**src/group_select_pkg.sv**
```systemverilog
package group_select_pkg;

    localparam int GROUP_COUNT = 8;
    localparam int ADDR_W = 8;

    // Register byte offsets.
    localparam logic [7:0] OFFS_USED = 8'h00;
    localparam logic [7:0] OFFS_FORCE_EN = 8'h04;
    localparam logic [7:0] OFFS_FORCE_GRP = 8'h08;
    localparam logic [7:0] OFFS_REMOTE = 8'h0C;
    localparam logic [7:0] OFFS_ACTIVE = 8'h10;
    localparam logic [7:0] OFFS_EVENTS = 8'h14;
    localparam logic [7:0] OFFS_REQUEST = 8'h18;

    // Field positions and values after reset.
    localparam int ACTIVE_MODE_LSB = 8;
    localparam int EV_ENABLED = 0;
    localparam int EV_DISABLED = 1;
    localparam int EV_STATUS = 2;
    localparam int EV_FAIL = 3;
    localparam logic [2:0] USED_RESET = 3'h0;
    localparam logic [3:0] GROUP_NONE = 4'h0;
    localparam logic [3:0] GROUP_MAX = 4'h8;
    localparam logic [7:0] GROUP_ONE_HOT = 8'h01;

    localparam logic [1:0] RESP_OKAY = 2'h0;
    localparam logic [1:0] RESP_SLVERR = 2'h2;

    typedef enum logic [1:0] {
        MODE_IDLE = 2'h0,
        MODE_AUTO = 2'h1,
        MODE_FORCED = 2'h3
    } mode_t;

    typedef enum logic [2:0] {
        SEL_USED, SEL_FORCE_EN, SEL_FORCE_GRP, SEL_REMOTE,
        SEL_ACTIVE, SEL_EVENTS, SEL_REQUEST, SEL_NONE
    } reg_sel_t;

    typedef struct packed {
        logic [ADDR_W-1:0] awaddr;
        logic awvalid;
        logic [31:0] wdata;
        logic [3:0] wstrb;
        logic wvalid;
        logic bready;
        logic [ADDR_W-1:0] araddr;
        logic arvalid;
        logic rready;
    } axi_req_t;

    typedef struct packed {
        logic awready;
        logic wready;
        logic [1:0] bresp;
        logic bvalid;
        logic arready;
        logic [31:0] rdata;
        logic [1:0] rresp;
        logic rvalid;
    } axi_resp_t;

    typedef struct packed {
        axi_resp_t bus;
        logic awHeld;
        logic wHeld;
        logic [ADDR_W-1:0] awAddr;
        logic [31:0] wData;
        logic [3:0] wStrb;
        logic [2:0] used;
        logic forceEnable;
        logic [3:0] forceGroup;
        logic [3:0] remoteGroup;
        logic [7:0] active;
        mode_t mode;
        logic [3:0] events;
    } state_t;

endpackage

```
**src/setting_group_selector.sv**
```systemverilog
// The AXI4-Lite interface to the registers and the register addresses were left to the implementer.
module setting_group_selector (
    input wire logic clk,
    input wire logic rst,
    input wire group_select_pkg::axi_req_t axiIn,
    output group_select_pkg::axi_resp_t axiOut,
    input wire logic [7:0] groupRequest,
    output logic [7:0] activeGroup
);

    group_select_pkg::state_t st;
    group_select_pkg::state_t next_st;
    logic [7:0] enMask;
    logic [7:0] reqMasked;
    logic [7:0] remoteReq;
    logic [7:0] autoReq;
    logic [7:0] lowest;
    logic [7:0] forceHot;
    logic [7:0] remoteHot;
    logic doWrite;
    logic forceWr;
    logic remoteWr;
    logic forceOk;
    logic activeOk;
    group_select_pkg::reg_sel_t wSel;
    group_select_pkg::reg_sel_t rSel;

    function automatic group_select_pkg::reg_sel_t decodeReg(
        input logic [7:0] addr
    );
        logic [7:0] a;
        a = {addr[7:2], 2'h0};
        if (a == group_select_pkg::OFFS_USED) begin
            return group_select_pkg::SEL_USED;
        end else if (a == group_select_pkg::OFFS_FORCE_EN) begin
            return group_select_pkg::SEL_FORCE_EN;
        end else if (a == group_select_pkg::OFFS_FORCE_GRP) begin
            return group_select_pkg::SEL_FORCE_GRP;
        end else if (a == group_select_pkg::OFFS_REMOTE) begin
            return group_select_pkg::SEL_REMOTE;
        end else if (a == group_select_pkg::OFFS_ACTIVE) begin
            return group_select_pkg::SEL_ACTIVE;
        end else if (a == group_select_pkg::OFFS_EVENTS) begin
            return group_select_pkg::SEL_EVENTS;
        end else if (a == group_select_pkg::OFFS_REQUEST) begin
            return group_select_pkg::SEL_REQUEST;
        end else begin
            return group_select_pkg::SEL_NONE;
        end
    endfunction

    // Codes above eight decode to no group, so they can never be applied.
    function automatic logic [7:0] groupToOneHot(input logic [3:0] code);
        logic [7:0] hot;
        hot = 8'h00;
        if (code != group_select_pkg::GROUP_NONE &&
            code <= group_select_pkg::GROUP_MAX) begin
            hot[3'(code - 4'h1)] = 1'b1;
        end
        return hot;
    endfunction

    function automatic logic [3:0] oneHotToGroup(input logic [7:0] hot);
        logic [3:0] code;
        code = group_select_pkg::GROUP_NONE;
        for (int i = group_select_pkg::GROUP_COUNT - 1; i >= 0; i--) begin
            if (hot[i]) begin
                code = 4'(i + 1);
            end
        end
        return code;
    endfunction

    function automatic logic [3:0] clipGroup(input logic [3:0] code);
        return (code > group_select_pkg::GROUP_MAX) ?
            group_select_pkg::GROUP_NONE : code;
    endfunction

    genvar gi;
    generate
        for (gi = 0; gi < group_select_pkg::GROUP_COUNT; gi++) begin : g_en
            assign enMask[gi] = (3'(gi) <= st.used);
        end
    endgenerate

    assign doWrite = st.awHeld && st.wHeld && !st.bus.bvalid;
    assign wSel = decodeReg(st.awAddr);
    assign rSel = decodeReg(axiIn.araddr);
    assign forceWr = doWrite && st.wStrb[0] &&
        wSel == group_select_pkg::SEL_FORCE_GRP;
    assign remoteWr = doWrite && st.wStrb[0] &&
        wSel == group_select_pkg::SEL_REMOTE;
    assign forceHot = groupToOneHot(st.wData[3:0]);
    assign remoteHot = groupToOneHot(st.wData[3:0]);
    assign forceOk = forceWr && st.forceEnable &&
        (forceHot & enMask) != 8'h00;
    assign activeOk = (st.active & enMask) != 8'h00;
    assign reqMasked = groupRequest & enMask;
    // A remote change is merged as a pulse request, so held levels of
    // higher-priority groups win over it by plain priority.
    assign remoteReq = (remoteWr && st.mode == group_select_pkg::MODE_AUTO) ?
        (remoteHot & enMask) : 8'h00;
    assign autoReq = reqMasked | remoteReq;
    assign lowest = autoReq & (~autoReq + 8'h01);

    always_comb begin
        next_st = st;
        // Write address and write data are taken independently.
        if (axiIn.awvalid && st.bus.awready) begin
            next_st.awHeld = 1'b1;
            next_st.awAddr = axiIn.awaddr;
        end
        if (axiIn.wvalid && st.bus.wready) begin
            next_st.wHeld = 1'b1;
            next_st.wData = axiIn.wdata;
            next_st.wStrb = axiIn.wstrb;
        end
        if (st.bus.bvalid && axiIn.bready) begin
            next_st.bus.bvalid = 1'b0;
        end
        if (doWrite) begin
            next_st.awHeld = 1'b0;
            next_st.wHeld = 1'b0;
            next_st.bus.bvalid = 1'b1;
            next_st.bus.bresp = (wSel == group_select_pkg::SEL_NONE) ?
                group_select_pkg::RESP_SLVERR : group_select_pkg::RESP_OKAY;
            if (st.wStrb[0]) begin
                case (wSel)
                    group_select_pkg::SEL_USED: begin
                        next_st.used = st.wData[2:0];
                    end
                    group_select_pkg::SEL_FORCE_EN: begin
                        next_st.forceEnable = st.wData[0];
                    end
                    group_select_pkg::SEL_FORCE_GRP: begin
                        next_st.forceGroup = clipGroup(st.wData[3:0]);
                    end
                    group_select_pkg::SEL_REMOTE: begin
                        next_st.remoteGroup = clipGroup(st.wData[3:0]);
                    end
                    group_select_pkg::SEL_EVENTS: begin
                        next_st.events = st.events & ~st.wData[3:0];
                    end
                    default: begin
                    end
                endcase
            end
        end
        next_st.bus.awready = !next_st.awHeld && !next_st.bus.bvalid;
        next_st.bus.wready = !next_st.wHeld && !next_st.bus.bvalid;

        // Read channel: one read is answered before the next is taken.
        if (st.bus.rvalid && axiIn.rready) begin
            next_st.bus.rvalid = 1'b0;
        end
        if (axiIn.arvalid && st.bus.arready) begin
            next_st.bus.rvalid = 1'b1;
            next_st.bus.rresp = group_select_pkg::RESP_OKAY;
            next_st.bus.rdata = 32'h00000000;
            case (rSel)
                group_select_pkg::SEL_USED: begin
                    next_st.bus.rdata[2:0] = st.used;
                end
                group_select_pkg::SEL_FORCE_EN: begin
                    next_st.bus.rdata[0] = st.forceEnable;
                end
                group_select_pkg::SEL_FORCE_GRP: begin
                    next_st.bus.rdata[3:0] = st.forceGroup;
                end
                group_select_pkg::SEL_REMOTE: begin
                    next_st.bus.rdata[3:0] = st.remoteGroup;
                end
                group_select_pkg::SEL_ACTIVE: begin
                    next_st.bus.rdata[3:0] = oneHotToGroup(st.active);
                    next_st.bus.rdata[group_select_pkg::ACTIVE_MODE_LSB +: 2] =
                        st.mode;
                end
                group_select_pkg::SEL_EVENTS: begin
                    next_st.bus.rdata[3:0] = st.events;
                end
                group_select_pkg::SEL_REQUEST: begin
                    next_st.bus.rdata[7:0] = groupRequest;
                end
                default: begin
                    next_st.bus.rresp = group_select_pkg::RESP_SLVERR;
                end
            endcase
        end
        next_st.bus.arready = !next_st.bus.rvalid;

        // Group selection. A group left outside the enabled range by a
        // shrinking used-groups value falls back to group one, unless an enabled request (auto) or a valid forced write selects another.
        case (st.mode)
            group_select_pkg::MODE_AUTO: begin
                if (autoReq != 8'h00) begin
                    next_st.active = lowest;
                end else if (!activeOk) begin
                    next_st.active = group_select_pkg::GROUP_ONE_HOT;
                end
            end
            group_select_pkg::MODE_FORCED: begin
                if (forceOk) begin
                    next_st.active = forceHot;
                end else if (!activeOk) begin
                    next_st.active = group_select_pkg::GROUP_ONE_HOT;
                end
            end
            default: begin
                next_st.active = group_select_pkg::GROUP_ONE_HOT;
            end
        endcase

        next_st.mode = next_st.forceEnable ? group_select_pkg::MODE_FORCED :
            (next_st.used == group_select_pkg::USED_RESET) ?
            group_select_pkg::MODE_IDLE : group_select_pkg::MODE_AUTO;

        // Events are sticky; a new event wins over a clear in the same cycle.
        if (next_st.used > st.used) begin
            next_st.events[group_select_pkg::EV_ENABLED] = 1'b1;
        end
        if (next_st.used < st.used) begin
            next_st.events[group_select_pkg::EV_DISABLED] = 1'b1;
        end
        if (next_st.active != st.active ||
            next_st.forceEnable != st.forceEnable) begin
            next_st.events[group_select_pkg::EV_STATUS] = 1'b1;
        end
        if ((forceWr && st.wData[3:0] != group_select_pkg::GROUP_NONE &&
             !forceOk) ||
            (remoteWr && st.wData[3:0] != group_select_pkg::GROUP_NONE &&
             (remoteReq == 8'h00 || lowest != remoteHot))) begin
            next_st.events[group_select_pkg::EV_FAIL] = 1'b1;
        end
    end

    always_ff @(posedge clk) begin
        if (rst) begin
            st <= '0;
            st.active <= group_select_pkg::GROUP_ONE_HOT;
        end else begin
            st <= next_st;
        end
    end

    assign axiOut = st.bus;
    assign activeGroup = st.active;

    property p_oneHot;
        @(posedge clk) disable iff (rst)
        $onehot(st.active);
    endproperty
    a_oneHot: assert property (p_oneHot)
        else $error("active group is not exactly one");

    property p_idle;
        @(posedge clk) disable iff (rst)
        st.used == group_select_pkg::USED_RESET |=>
            st.active == group_select_pkg::GROUP_ONE_HOT;
    endproperty
    a_idle: assert property (p_idle)
        else $error("idle selector left group one");

    property p_forceIgnores;
        @(posedge clk) disable iff (rst)
        st.mode == group_select_pkg::MODE_FORCED && !doWrite && activeOk &&
            groupRequest != 8'h00 |=> $stable(st.active);
    endproperty
    a_forceIgnores: assert property (p_forceIgnores)
        else $error("request changed group while forcing");

    property p_priority;
        @(posedge clk) disable iff (rst)
        st.mode == group_select_pkg::MODE_AUTO && autoReq != 8'h00 |=>
            st.active == $past(lowest);
    endproperty
    a_priority: assert property (p_priority)
        else $error("wrong group won priority");

    property p_staticOne;
        @(posedge clk) disable iff (rst)
        st.mode == group_select_pkg::MODE_AUTO && groupRequest[0] [*2] |->
            st.active == group_select_pkg::GROUP_ONE_HOT;
    endproperty
    a_staticOne: assert property (p_staticOne)
        else $error("held group one request did not block others");

    property p_hold;
        @(posedge clk) disable iff (rst)
        st.mode == group_select_pkg::MODE_AUTO && autoReq == 8'h00 &&
            activeOk |=> $stable(st.active);
    endproperty
    a_hold: assert property (p_hold)
        else $error("group changed without a request");

    property p_forceApply;
        @(posedge clk) disable iff (rst)
        forceOk |=> st.active == $past(forceHot) &&
            (st.events[group_select_pkg::EV_STATUS] || $stable(st.active));
    endproperty
    a_forceApply: assert property (p_forceApply)
        else $error("valid forced change not applied");

    property p_failEvent;
        @(posedge clk) disable iff (rst)
        forceWr && st.wData[3:0] != group_select_pkg::GROUP_NONE && !forceOk
            |=> st.events[group_select_pkg::EV_FAIL] &&
            ($stable(st.active) || !$past(st.forceEnable));
    endproperty
    a_failEvent: assert property (p_failEvent)
        else $error("refused forced change not flagged");

    property p_forceKeep;
        @(posedge clk) disable iff (rst)
        st.forceEnable && !(doWrite &&
            wSel == group_select_pkg::SEL_FORCE_EN) |=> st.forceEnable;
    endproperty
    a_forceKeep: assert property (p_forceKeep)
        else $error("forcing enable dropped by itself");

    property p_reset;
        @(posedge clk)
        rst |=> st.active == group_select_pkg::GROUP_ONE_HOT &&
            !st.forceEnable && st.forceGroup == group_select_pkg::GROUP_NONE &&
            st.remoteGroup == group_select_pkg::GROUP_NONE;
    endproperty
    a_reset: assert property (p_reset)
        else $error("reset state wrong");

endmodule

```
**config.mk**
```make
export PLATFORM = sky130hd
export DESIGN_NAME = setting_group_selector
export DESIGN_NICKNAME = d
export VERILOG_FILES = /design/src/group_select_pkg.sv /design/src/setting_group_selector.sv
export SDC_FILE = /design/constraint.sdc
export NUM_CORES = 1
export LEC_CHECK = 0
export CAP_MARGIN = 0
export CORE_MARGIN = 2
export CORE_UTILIZATION = 50
export DETAILED_ROUTE_END_ITERATION = 10
export DONT_BUFFER_PORTS = 1
export SETUP_SLACK_MARGIN = 0.15
export SYNTH_ARGS = -nofsm -noshare
export SYNTH_HDL_FRONTEND = slang
export SYNTH_SLANG_ARGS = --single-unit
```
**constraint.sdc**
```tcl
create_clock -name clk -period 6.28 [get_ports clk]
set_input_delay 0.314 -clock clk [delete_from_list [all_inputs] [get_ports clk]]
set_output_delay 0.314 -clock clk [all_outputs]
set_load 0.02 [all_outputs]
```
== Word-level counts from Yosys, hierarchy flattened ==
Cells that the tools add are included.

* Add/sub/neg operators: 2
* $mul: 0
* Divide/modulo/power cells: 0
* Order comparisons: 14
* Eq/ne operators: 28
* Shift-type cells: 0
* Multiplexer cells: 60
* Bitwise logic cells: 8
* Reductions and logical operators: 59

{| class="wikitable"
|+ Operator list
! cell !! count
|-
| 4-bit two-way mux || 15
|-
| 8-bit two-way mux || 5
|-
| 6-bit by 3-bit == test with 1-bit output, second input constant || 6
|-
| 8-bit AND || 4
|-
| 3-bit two-way mux || 9
|-
| 6-bit by 2-bit == test with 1-bit output, second input constant || 4
|-
| 12-bit two-way mux || 2
|-
| 2-bit nonzero test || 12
|-
| 8-bit nonzero test || 3
|-
| 1-bit logical AND || 21
|-
| 2-bit two-way mux || 9
|-
| 3-bit AND reduction || 6
|-
| 8-bit inequality test || 2
|-
| 8-bit one-hot mux with 2 select lines || 1
|-
| 3-bit == test, second input constant || 5
|-
| 1-bit two-way mux || 15
|-
| 3-bit by 2-bit == test with 1-bit output, second input constant || 4
|-
| 6-bit by 1-bit == test with 1-bit output, second input constant || 2
|-
| 3-bit <= comparator, first input constant || 4
|-
| 6-bit logical NOT || 2
|-
| 2-bit one-hot mux with 6 select lines || 1
|-
| 3-bit logical NOT || 3
|-
| 8-bit by 1-bit adder with 8-bit output, second input constant || 1
|-
| 8-bit logical NOT || 1
|-
| 24 further kinds || 34
|}

* Bits in registers: 60
* Bits in latches: 0
* Bits in writable memories: 0
* ROM bits: 0
* Input port bits: 67
* Output and inout port bits: 49
* Word-level logic and storage cells: 194
* Memories kept: 0

== Logic depth before layout (Yosys ltp) ==
Gate-level depths: netlist (run 1).

* Depth after elaboration: 22
* Gate-level depth with buffers: 13
* Gate-level depth less buffers: 11

== Worst setup path after synthesis (run 1) ==
OpenSTA, ideal clock, no wires.

* Path type: reg-to-reg
* From: register st[30] (netlist name)
* To: register st[2] (netlist name)
* Arrival time: 3.208 ns
* Data required time: 6.142 ns
* Slack: 2.934 ns
* Cell stages (with the launch flop): 14
* Buffers on the path: 3
* Clock period less this slack: 3.346 ns
* Cells stage by stage: dfxtp_1 > clkbuf_1 > inv_1 > ha_1 > buf_2 > xor2_1 > nor4_1 > o21ai_0 > and4_1 > clkbuf_1 > o32ai_1 > nor3_1 > nor4_1 > a41oi_1

* Longest elaborated chain between the ends: 18
* Elaborated cells between the ends (all ways): 33

{| class="wikitable"
|+ Ends and longest elaborated chain
! item !! line !! source
|-
| start, declared || setting_group_selector.sv:11 || <nowiki>group_select_pkg::state_t st;</nowiki>
|-
| start signal, assigned || setting_group_selector.sv:241 || <nowiki>st <= next_st;</nowiki>
|-
| 3-bit by 1-bit subtractor with 3-bit output || setting_group_selector.sv:58 || <nowiki>hot[3'(code - 4'h1)] = 1'b1;</nowiki>
|-
| 3-bit by 4-bit < comparator with 1-bit output (not written as such) / 3-bit by 1-bit greater-or-equal comparator with 1-bit output (equally long branches) || setting_group_selector.sv:58 ||
|-
| 1-bit logical AND (not written as such) || setting_group_selector.sv:58 ||
|-
| 1-bit two-way mux (not written as such) || setting_group_selector.sv:58 ||
|-
| 1-bit demux with 3-bit select || setting_group_selector.sv:58 ||
|-
| 8-bit two-way mux || setting_group_selector.sv:56 || <nowiki>if (code != group_select_pkg::GROUP_NONE &&</nowiki>
|-
| 8-bit AND || setting_group_selector.sv:96, setting_group_selector.sv:102 ||
|-
| 8-bit two-way mux || setting_group_selector.sv:101 || <nowiki>assign remoteReq = (remoteWr && st.mode == group_select_pkg::MODE_AUTO) ?</nowiki>
|-
| [... 2 more ...] || - ||
|-
| 8-bit by 1-bit adder with 8-bit output || setting_group_selector.sv:104 || <nowiki>assign lowest = autoReq & (~autoReq + 8'h01);</nowiki>
|-
| 8-bit AND || setting_group_selector.sv:104 ||
|-
| 8-bit two-way mux || setting_group_selector.sv:195 || <nowiki>if (autoReq != 8'h00) begin</nowiki>
|-
| 8-bit one-hot mux with 2 select lines || setting_group_selector.sv:193 || <nowiki>case (st.mode)</nowiki>
|-
| 8-bit inequality test || setting_group_selector.sv:224 || <nowiki>if (next_st.active != st.active ||</nowiki>
|-
| 1-bit logical OR * || setting_group_selector.sv:224 ||
|-
| 2-bit nonzero test (no line) || - ||
|-
| 3-bit AND reduction (no line) || - ||
|}

Mark *: on every way between the ends. The rest lies on a longest branch, timed or not.
A chain may end at the register's enable or synchronous reset.

== Worst setup path in the final report (run 1) ==
Ends and elaborated chain as after synthesis.

==> impl_results.md, run 1 <==
* Status: completed
* Clock Path Buffers at 2
* Sinks on Clock Net at 55
* Synth async-reset ratio at 0
* Final setup TNS at 0 ns
* Final period util at 0.715
* Maximum vdd ir drop at 0.000117 V
* Switching pwr at 0.183 mW
* Sequential share of power at 0.552
* Vias per cell at 6.48
* PortBufs at 0
* Via count at 3889
* Largest net degree at the start of global routing at 56
* RSZ-0062 raised after global routing: false
* Die span in x at 94.1 µm
* First-pass detailed-route iteration total at 5
* DR iter-0 viols at 301
* Area contributors post-synth: dfxtp_1 27%, buf_4 9.1%, a21oi_1 6.4%
* Leading area contributor after synthesis: dfxtp_1
* Layout Skew at 0.00697 ns
* FP Rows at 32
* Adder-Cell Fraction of Synth Area at 0.0123
* Cell Count Post-Placement at 592
* Setup Fix Bufs, Post-CTS at 0
* Cts repair resizes at 0
* Comb power frac at 0.096
* Slew Limit Fails at 0
* Initial Utilization at 0.519
* Fmax achieved at 223 MHz
* Synth Instances at 545
* Synth Area in XOR/XNOR at 0.0108
* Clock Latency Late Sink at 0.31 ns
* Final ANT Viol Nets at 0
* Hold Crit Class: in -> reg
* Distinct cells, synth at 74
* CTS tree: done
* Initial antenna violation count at 0
* Final GP Congestion at 0.958
* Finished Core Util at 0.501
* Synth Area in Compound Gates at 0.240
* Mean Syn Cell Area at 7.44 µm²
* Setup crit end kind: register
* Final-report setup violation count at 0
* Internal power at 0.499 mW
* Post-CTS Hold Buffers at 0
* Synthesized-area fraction occupied by and/or/nand/nor cells at 0.296
* Max cap viols at 0
* PwrDens at 174 nW/µm²
* CTS Buf Count at 5
* Avg WL per Cell at 20.0 µm
* Dpl ws at 1.95 ns
* Final Hold Viols at 0
* Hold Slack at 0.0809 ns
* WP data required at 6.50 ns
* Mux contribution to synthesized area at 0.0302
* Worst-margin pin slew at 0.992 ns
* # H-tree levels at 2
* Root buf cell: clkbuf_8
* Switching Fraction at 0.268
* DRC errors left at 0
* P_leak at 1.38 nW
* Mapped Area at 4060 µm²
* Grt total ovfl at 0
* Total GRT Usage at 0.272
* Vias in the first global route at 3472
* Clock transition at path regs at 0.10 ns
* Top Ports at 116
* Crit path DAT at 4.71 ns
* Tmin final at 4.49 ns
* Max Fanout on Critical Path at 18
* Die Height at 94.1 µm
* FF+latch count, synth at 55
* Fin cells at 600
* First-pass GRT wire length at 18700 µm
* Sequential element share of the synthesized area at 0.272
* CP Launch Type: register
* Core ar. at 7810 µm²
* Layout cells sized above 1 at 0.0462
* Number of synthesis warnings at 0
* Synthesis-to-layout area growth at -3.52%
* Hpwl dp at 8880 µm
* WS Path Type: reg -> reg
* Full die area at 8850 µm²
* Main synth FF type: dfxtp_1
* Clock power frac at 0.352
* Final worst slack at 1.79 ns
* Post-synth EDFFs at 0
* Synth top area share at 0.272
* ANT cells at 0
* Rel. slew slack at 0.329
* Routed wire length at 12000 µm
* Largest family of logic cells by synthesized area: simple AND/OR/NAND/NOR gates
* Final #Nets at 568
==> power groups by stage <==
stage               Combinational (mW)  Clock (mW)  Sequential [mW]
global placement                0.0640           0            0.384
floorplan                       0.0873           0            0.371
finish                          0.0655       0.240            0.376
global route                    0.0722       0.258            0.379
CTS                             0.0646       0.246            0.376
detailed placement              0.0643           0            0.385
==> layout make-up <==
type	count	area [µm²]
Fill cell	800	3890
Multi-Input combinational cell	414	2480
Sequential cell	55	1100
Tap cell	102	128
Clock buffer	6	72.6
Inverter	17	63.8
Clock inverter	2	38.8
Timing Repair Buffer	4	30.0
==> synthesized netlist by cell type (3+ instances only) <==
cell type	instances
nor2b_1	6
dfxtp_1	55
and2_1	6
buf_2	4
clkbuf_1	25
a41oi_1	5
nor4b_1	3
and3_1	4
and4b_1	3
nand2_1	54
o31ai_1	7
inv_1	17
xor2_1	3
a21oi_1	52
nor3b_1	5
o211ai_1	4
o21ai_0	18
a31oi_1	8
nor4_1	9
buf_1	3
buf_4	49
ha_1	4
nor2_1	48
and4_1	3
or3_1	3
nand3_1	33
a211oi_1	9
nor3_1	20
nand2b_1	8
nand4_1	3
a311oi_1	7
mux2i_1	10
or4_1	3
==> final timing paths <==
path | slack (ns) | end | depth (start not counted) | start
setup reg to reg | 1.79 | st[2] | 10 | st[30]
setup / recovery | 1.79 | st[2] | 10 | st[30]
hold / removal | 0.08 | activeGroup[6] | 1 | rst
hold reg to reg | 0.46 | st[19] | 2 | st[19]
==> cells by family (layout without fill, tap and decap cells) <==
family | count (synthesis) | count (layout)
buffers and inverters | 99 | 29
other | 1 | 24
AOI/OAI and AO/OA | 143 | 143
muxes | 11 | 11
and+or+nand+nor | 227 | 227
DFF | 55 | 55
xor gates and xnor gates | 5 | 5
adders and majority gates | 4 | 4
==> registers in the layout, indices dropped and copies added (netlist names) <==
name,cells
axiOut,17
activeGroup,8
st,30
==> worst max-delay path, stage by stage, from the launching register on <==
cell and delay (ns):
dfxtp_1 0.77, inv_1 0.33, ha_1 0.39, or3b_2 0.52, a2111oi_0 0.48, o21ai_0 0.20
a41oi_1 0.76, nor2_1 0.25, o31ai_1 0.30, a211oi_1 0.11, a41oi_1 0.28
==> cells in the final DEF (no fill, tap or decap), types with 4 or more instances in the layout <==
cell,Yosys,final
dfxtp_1,55,55
nor3b_1,5,5
a31oi_1,8,8
nand2b_1,8,8
a211oi_1,9,9
conb_1,1,24
o211ai_1,4,4
nand2_1,54,54
a21oi_1,52,52
a311oi_1,7,7
nor2b_1,6,6
o21ai_0,18,18
buf_4,49,4
o31ai_1,7,7
a41oi_1,5,5
inv_1,17,17
nor2_1,48,48
and2_1,6,6
nand3_1,33,33
nor4_1,9,9
clkbuf_8,0,5
and3_1,4,4
nor3_1,20,20
mux2i_1,10,10
ha_1,4,4
==> through the flow <==
stage | power [mW] | cell area, µm²
after CTS | 0.687 | 3910
after global routing | 0.709 | 3910
after floorplan | 0.459 | 4140
after detailed placement | 0.449 | 3800
final | 0.682 | 3910
after global placement | 0.448 | 3800
==> metal layers <==
layer / track usage / vias to the layer above / share of wire
met5: 0 / - / 0
met4: 0.0531 / 0 / 0.013
met3: 0.0562 / 14 / 0.10
met2: 0.422 / 207 / 0.45
met1: 0.390 / 1837 / 0.44
li1: - / 1831 / -
No activity file was read; power rests on OpenSTA's default activity.
==> inputs of run 2 (changes only) <==
--- a/config.mk
+++ b/config.mk
@@ -10,6 +10,7 @@
 export CORE_UTILIZATION = 50
 export DETAILED_ROUTE_END_ITERATION = 10
 export DONT_BUFFER_PORTS = 1
+export PLACE_DENSITY = 0.68
 export SETUP_SLACK_MARGIN = 0.15
 export SYNTH_ARGS = -nofsm -noshare
 export SYNTH_HDL_FRONTEND = slang
==> constraint.sdc (replaced) <==
create_clock -name clk -period 3.77 [get_ports clk]
set_input_delay 0.1885 -clock clk [delete_from_list [all_inputs] [get_ports clk]]
set_output_delay 0.1885 -clock clk [all_outputs]
set_load 0.02 [all_outputs]
==> run 2 against run 1 <==
Via count is 5.3% higher. Core utilization is 3.3 points higher. Fmax is 32% higher. Global-route usage is 0.63 points higher. First-iteration DRC count is 78% higher. Worst setup slack worse by 1.4 ns. Clock power is 56% higher. Clock skew is 0.0028 ns higher. Critical path type unchanged. Critical endpoint unchanged. Largest cell class unchanged. Largest power group unchanged. Highest routed layer unchanged.
==> impl_results.md, run 2 (synthesis results as in run 1) <==
* Final period util at 0.902 (+0.188)
* Clock Latency Late Sink at 0.32 ns (about the same)
* Hpwl dp at 8980 µm (+1.2%)
* Clock transition at path regs at 0.12 ns (+0.02 ns)
* Avg WL per Cell at 19.8 µm (-1.1%)
* Initial Utilization at 0.519 (unchanged)
* First-pass GRT wire length at 19100 µm (+2.3%)
* Worst-margin pin slew at 0.723 ns (-0.270 ns)
* Clock Path Buffers at 2 (unchanged)
* Maximum vdd ir drop at 0.000160 V (+37%)
* RSZ-0062 raised after global routing: false
* Setup Fix Bufs, Post-CTS at 0 (unchanged)
* Die span in x at 94.1 µm (unchanged)
* Synthesis-to-layout area growth at 2.87%
* Finished Core Util at 0.534 (+0.0332)
* Layout Skew at 0.00979 ns (+0.00282 ns)
* Top Ports at 116 (unchanged)
* FP Rows at 32 (unchanged)
* Final Hold Viols at 0 (unchanged)
* Hold Crit Class: in -> reg
* Crit path DAT at 3.60 ns (-1.11 ns)
* Slew Limit Fails at 0 (unchanged)
* Full die area at 8850 µm² (unchanged)
* Final ANT Viol Nets at 0 (unchanged)
* Vias in the first global route at 3703 (+6.7%)
* Power, Total at 1.13 mW (+66%)
* CTS Buf Count at 5 (unchanged)
* Status: completed
* Layout cells sized above 1 at 0.0854 (+0.0392)
* Core ar. at 7810 µm² (unchanged)
* Grt total ovfl at 0 (unchanged)
* Fin cells at 629 (+4.8%)
* Root buf cell: clkbuf_8
* Initial antenna violation count at 0 (unchanged)
* Die Height at 94.1 µm (unchanged)
* Final setup TNS at 0 ns (unchanged)
* Most common cell after layout, fill and taps aside: dfxtp_1
* Max Fanout on Critical Path at 8 (-10)
* CTS tree: done
* Largest Register: st
* Setup crit end kind: register
* ANT cells at 0 (unchanged)
* Via count at 4096 (+5.3%)
* CP Launch Type: register
* PwrDens at 272 nW/µm² (+56%)
* Max cap viols at 0 (unchanged)
* Sinks on Clock Net at 55 (unchanged)
* Most frequent cells in the layout: 55 x dfxtp_1, 54 x nand2_1, 52 x a21oi_1, 48 x nor2_1, 33 x nand3_1
* Routed wire length at 12400 µm (+3.7%)
* Fmax achieved at 294 MHz (+32%)
* PortBufs at 0 (unchanged)
* # H-tree levels at 2 (unchanged)
* Vias per cell at 6.51 (+0.47%)
* Largest net degree at the start of global routing at 53 (-5.4%)
* Final-report setup violation count at 0 (unchanged)
* Cell Count Post-Placement at 610 (+3.0%)
* WS Path Type: reg -> reg
* DRC errors left at 0 (unchanged)
* Max reg flops at 30 (unchanged)
* Hold Slack at 0.00942 ns (-0.0715 ns)
* Final #Nets at 597 (+5.1%)
* Rel. slew slack at 0.513 (+0.183)
* Final GP Congestion at 1.06 (+10%)
* P_leak at 1.52 nW (+10%)
* First-pass detailed-route iteration total at 6 (+1)
* Total GRT Usage at 0.278 (+0.00625)
* Tmin final at 3.40 ns (-1.09 ns)
* DR iter-0 viols at 537 (+78%)
* WP data required at 3.97 ns (-2.53 ns)
[run 2: worst max-delay path: stages, from the launching register on]
cell       delay, ns
dfxtp_1         0.38
inv_1           0.08
ha_1            0.28
or3b_2          0.54
a2111oi_1       0.41
o21ai_0         0.20
nand4_1         0.23
a31oi_1         0.16
or4_1           0.51
a211oi_2        0.32
a41oi_1         0.16
[run 2: worst paths after layout]
| kind | slack, ns | from | end | cells after the start |
|---|---|---|---|---|
| max | 0.37 | st[31] | st[2] | 10 |
| max reg2reg | 0.37 | st[31] | st[2] | 10 |
| min | 0.009 | axiIn[48] | st[64] | 2 |
| min reg2reg | 0.47 | st[20] | st[20] | 2 |
[run 2: area by class of cell]
class                   instances  area [µm²]
fillers                       750        3640
repair buffers                 33         285
well taps                     102         128
clock inverters                 3        33.8
multi-input cells             414        2490
inverters                      17        63.8
flip-flops and latches         55        1100
clock buffers                   5        68.8
[run 2: what timing repair did]
| action | CTS | global route |
|---|---|---|
| gates resized for setup | 0 | 3 |
| setup endpoints to repair | 0 | 1 |
| hold endpoints to repair | 52 | 2 |
| hold buffers | 9 | 2 |
[run 2: metal layers]
metal	vias up	track usage	share of wire
met5	-	0	0
met4	0	0.101	0.039
met3	49	0.0658	0.13
met2	294	0.435	0.45
met1	1865	0.372	0.39
li1	1888	-	-
[run 2: where the power goes]
| group | switching [mW] | total, mW | internal, mW |
|---|---|---|---|
| Combinational | 0.0894 | 0.135 | 0.0456 |
| Clock | 0.233 | 0.375 | 0.142 |
| Sequential | 0.0283 | 0.624 | 0.596 |
| Total | 0.350 | 1.13 | 0.784 |
[run 2: stage by stage]
stage               instance area, µm²  setup WS, ns
floorplan                         4140         0.424
global placement                  3940         0.321
detailed placement                3940         0.334
CTS                               4140         0.286
global route                      4170         0.128
finish                            4170         0.369
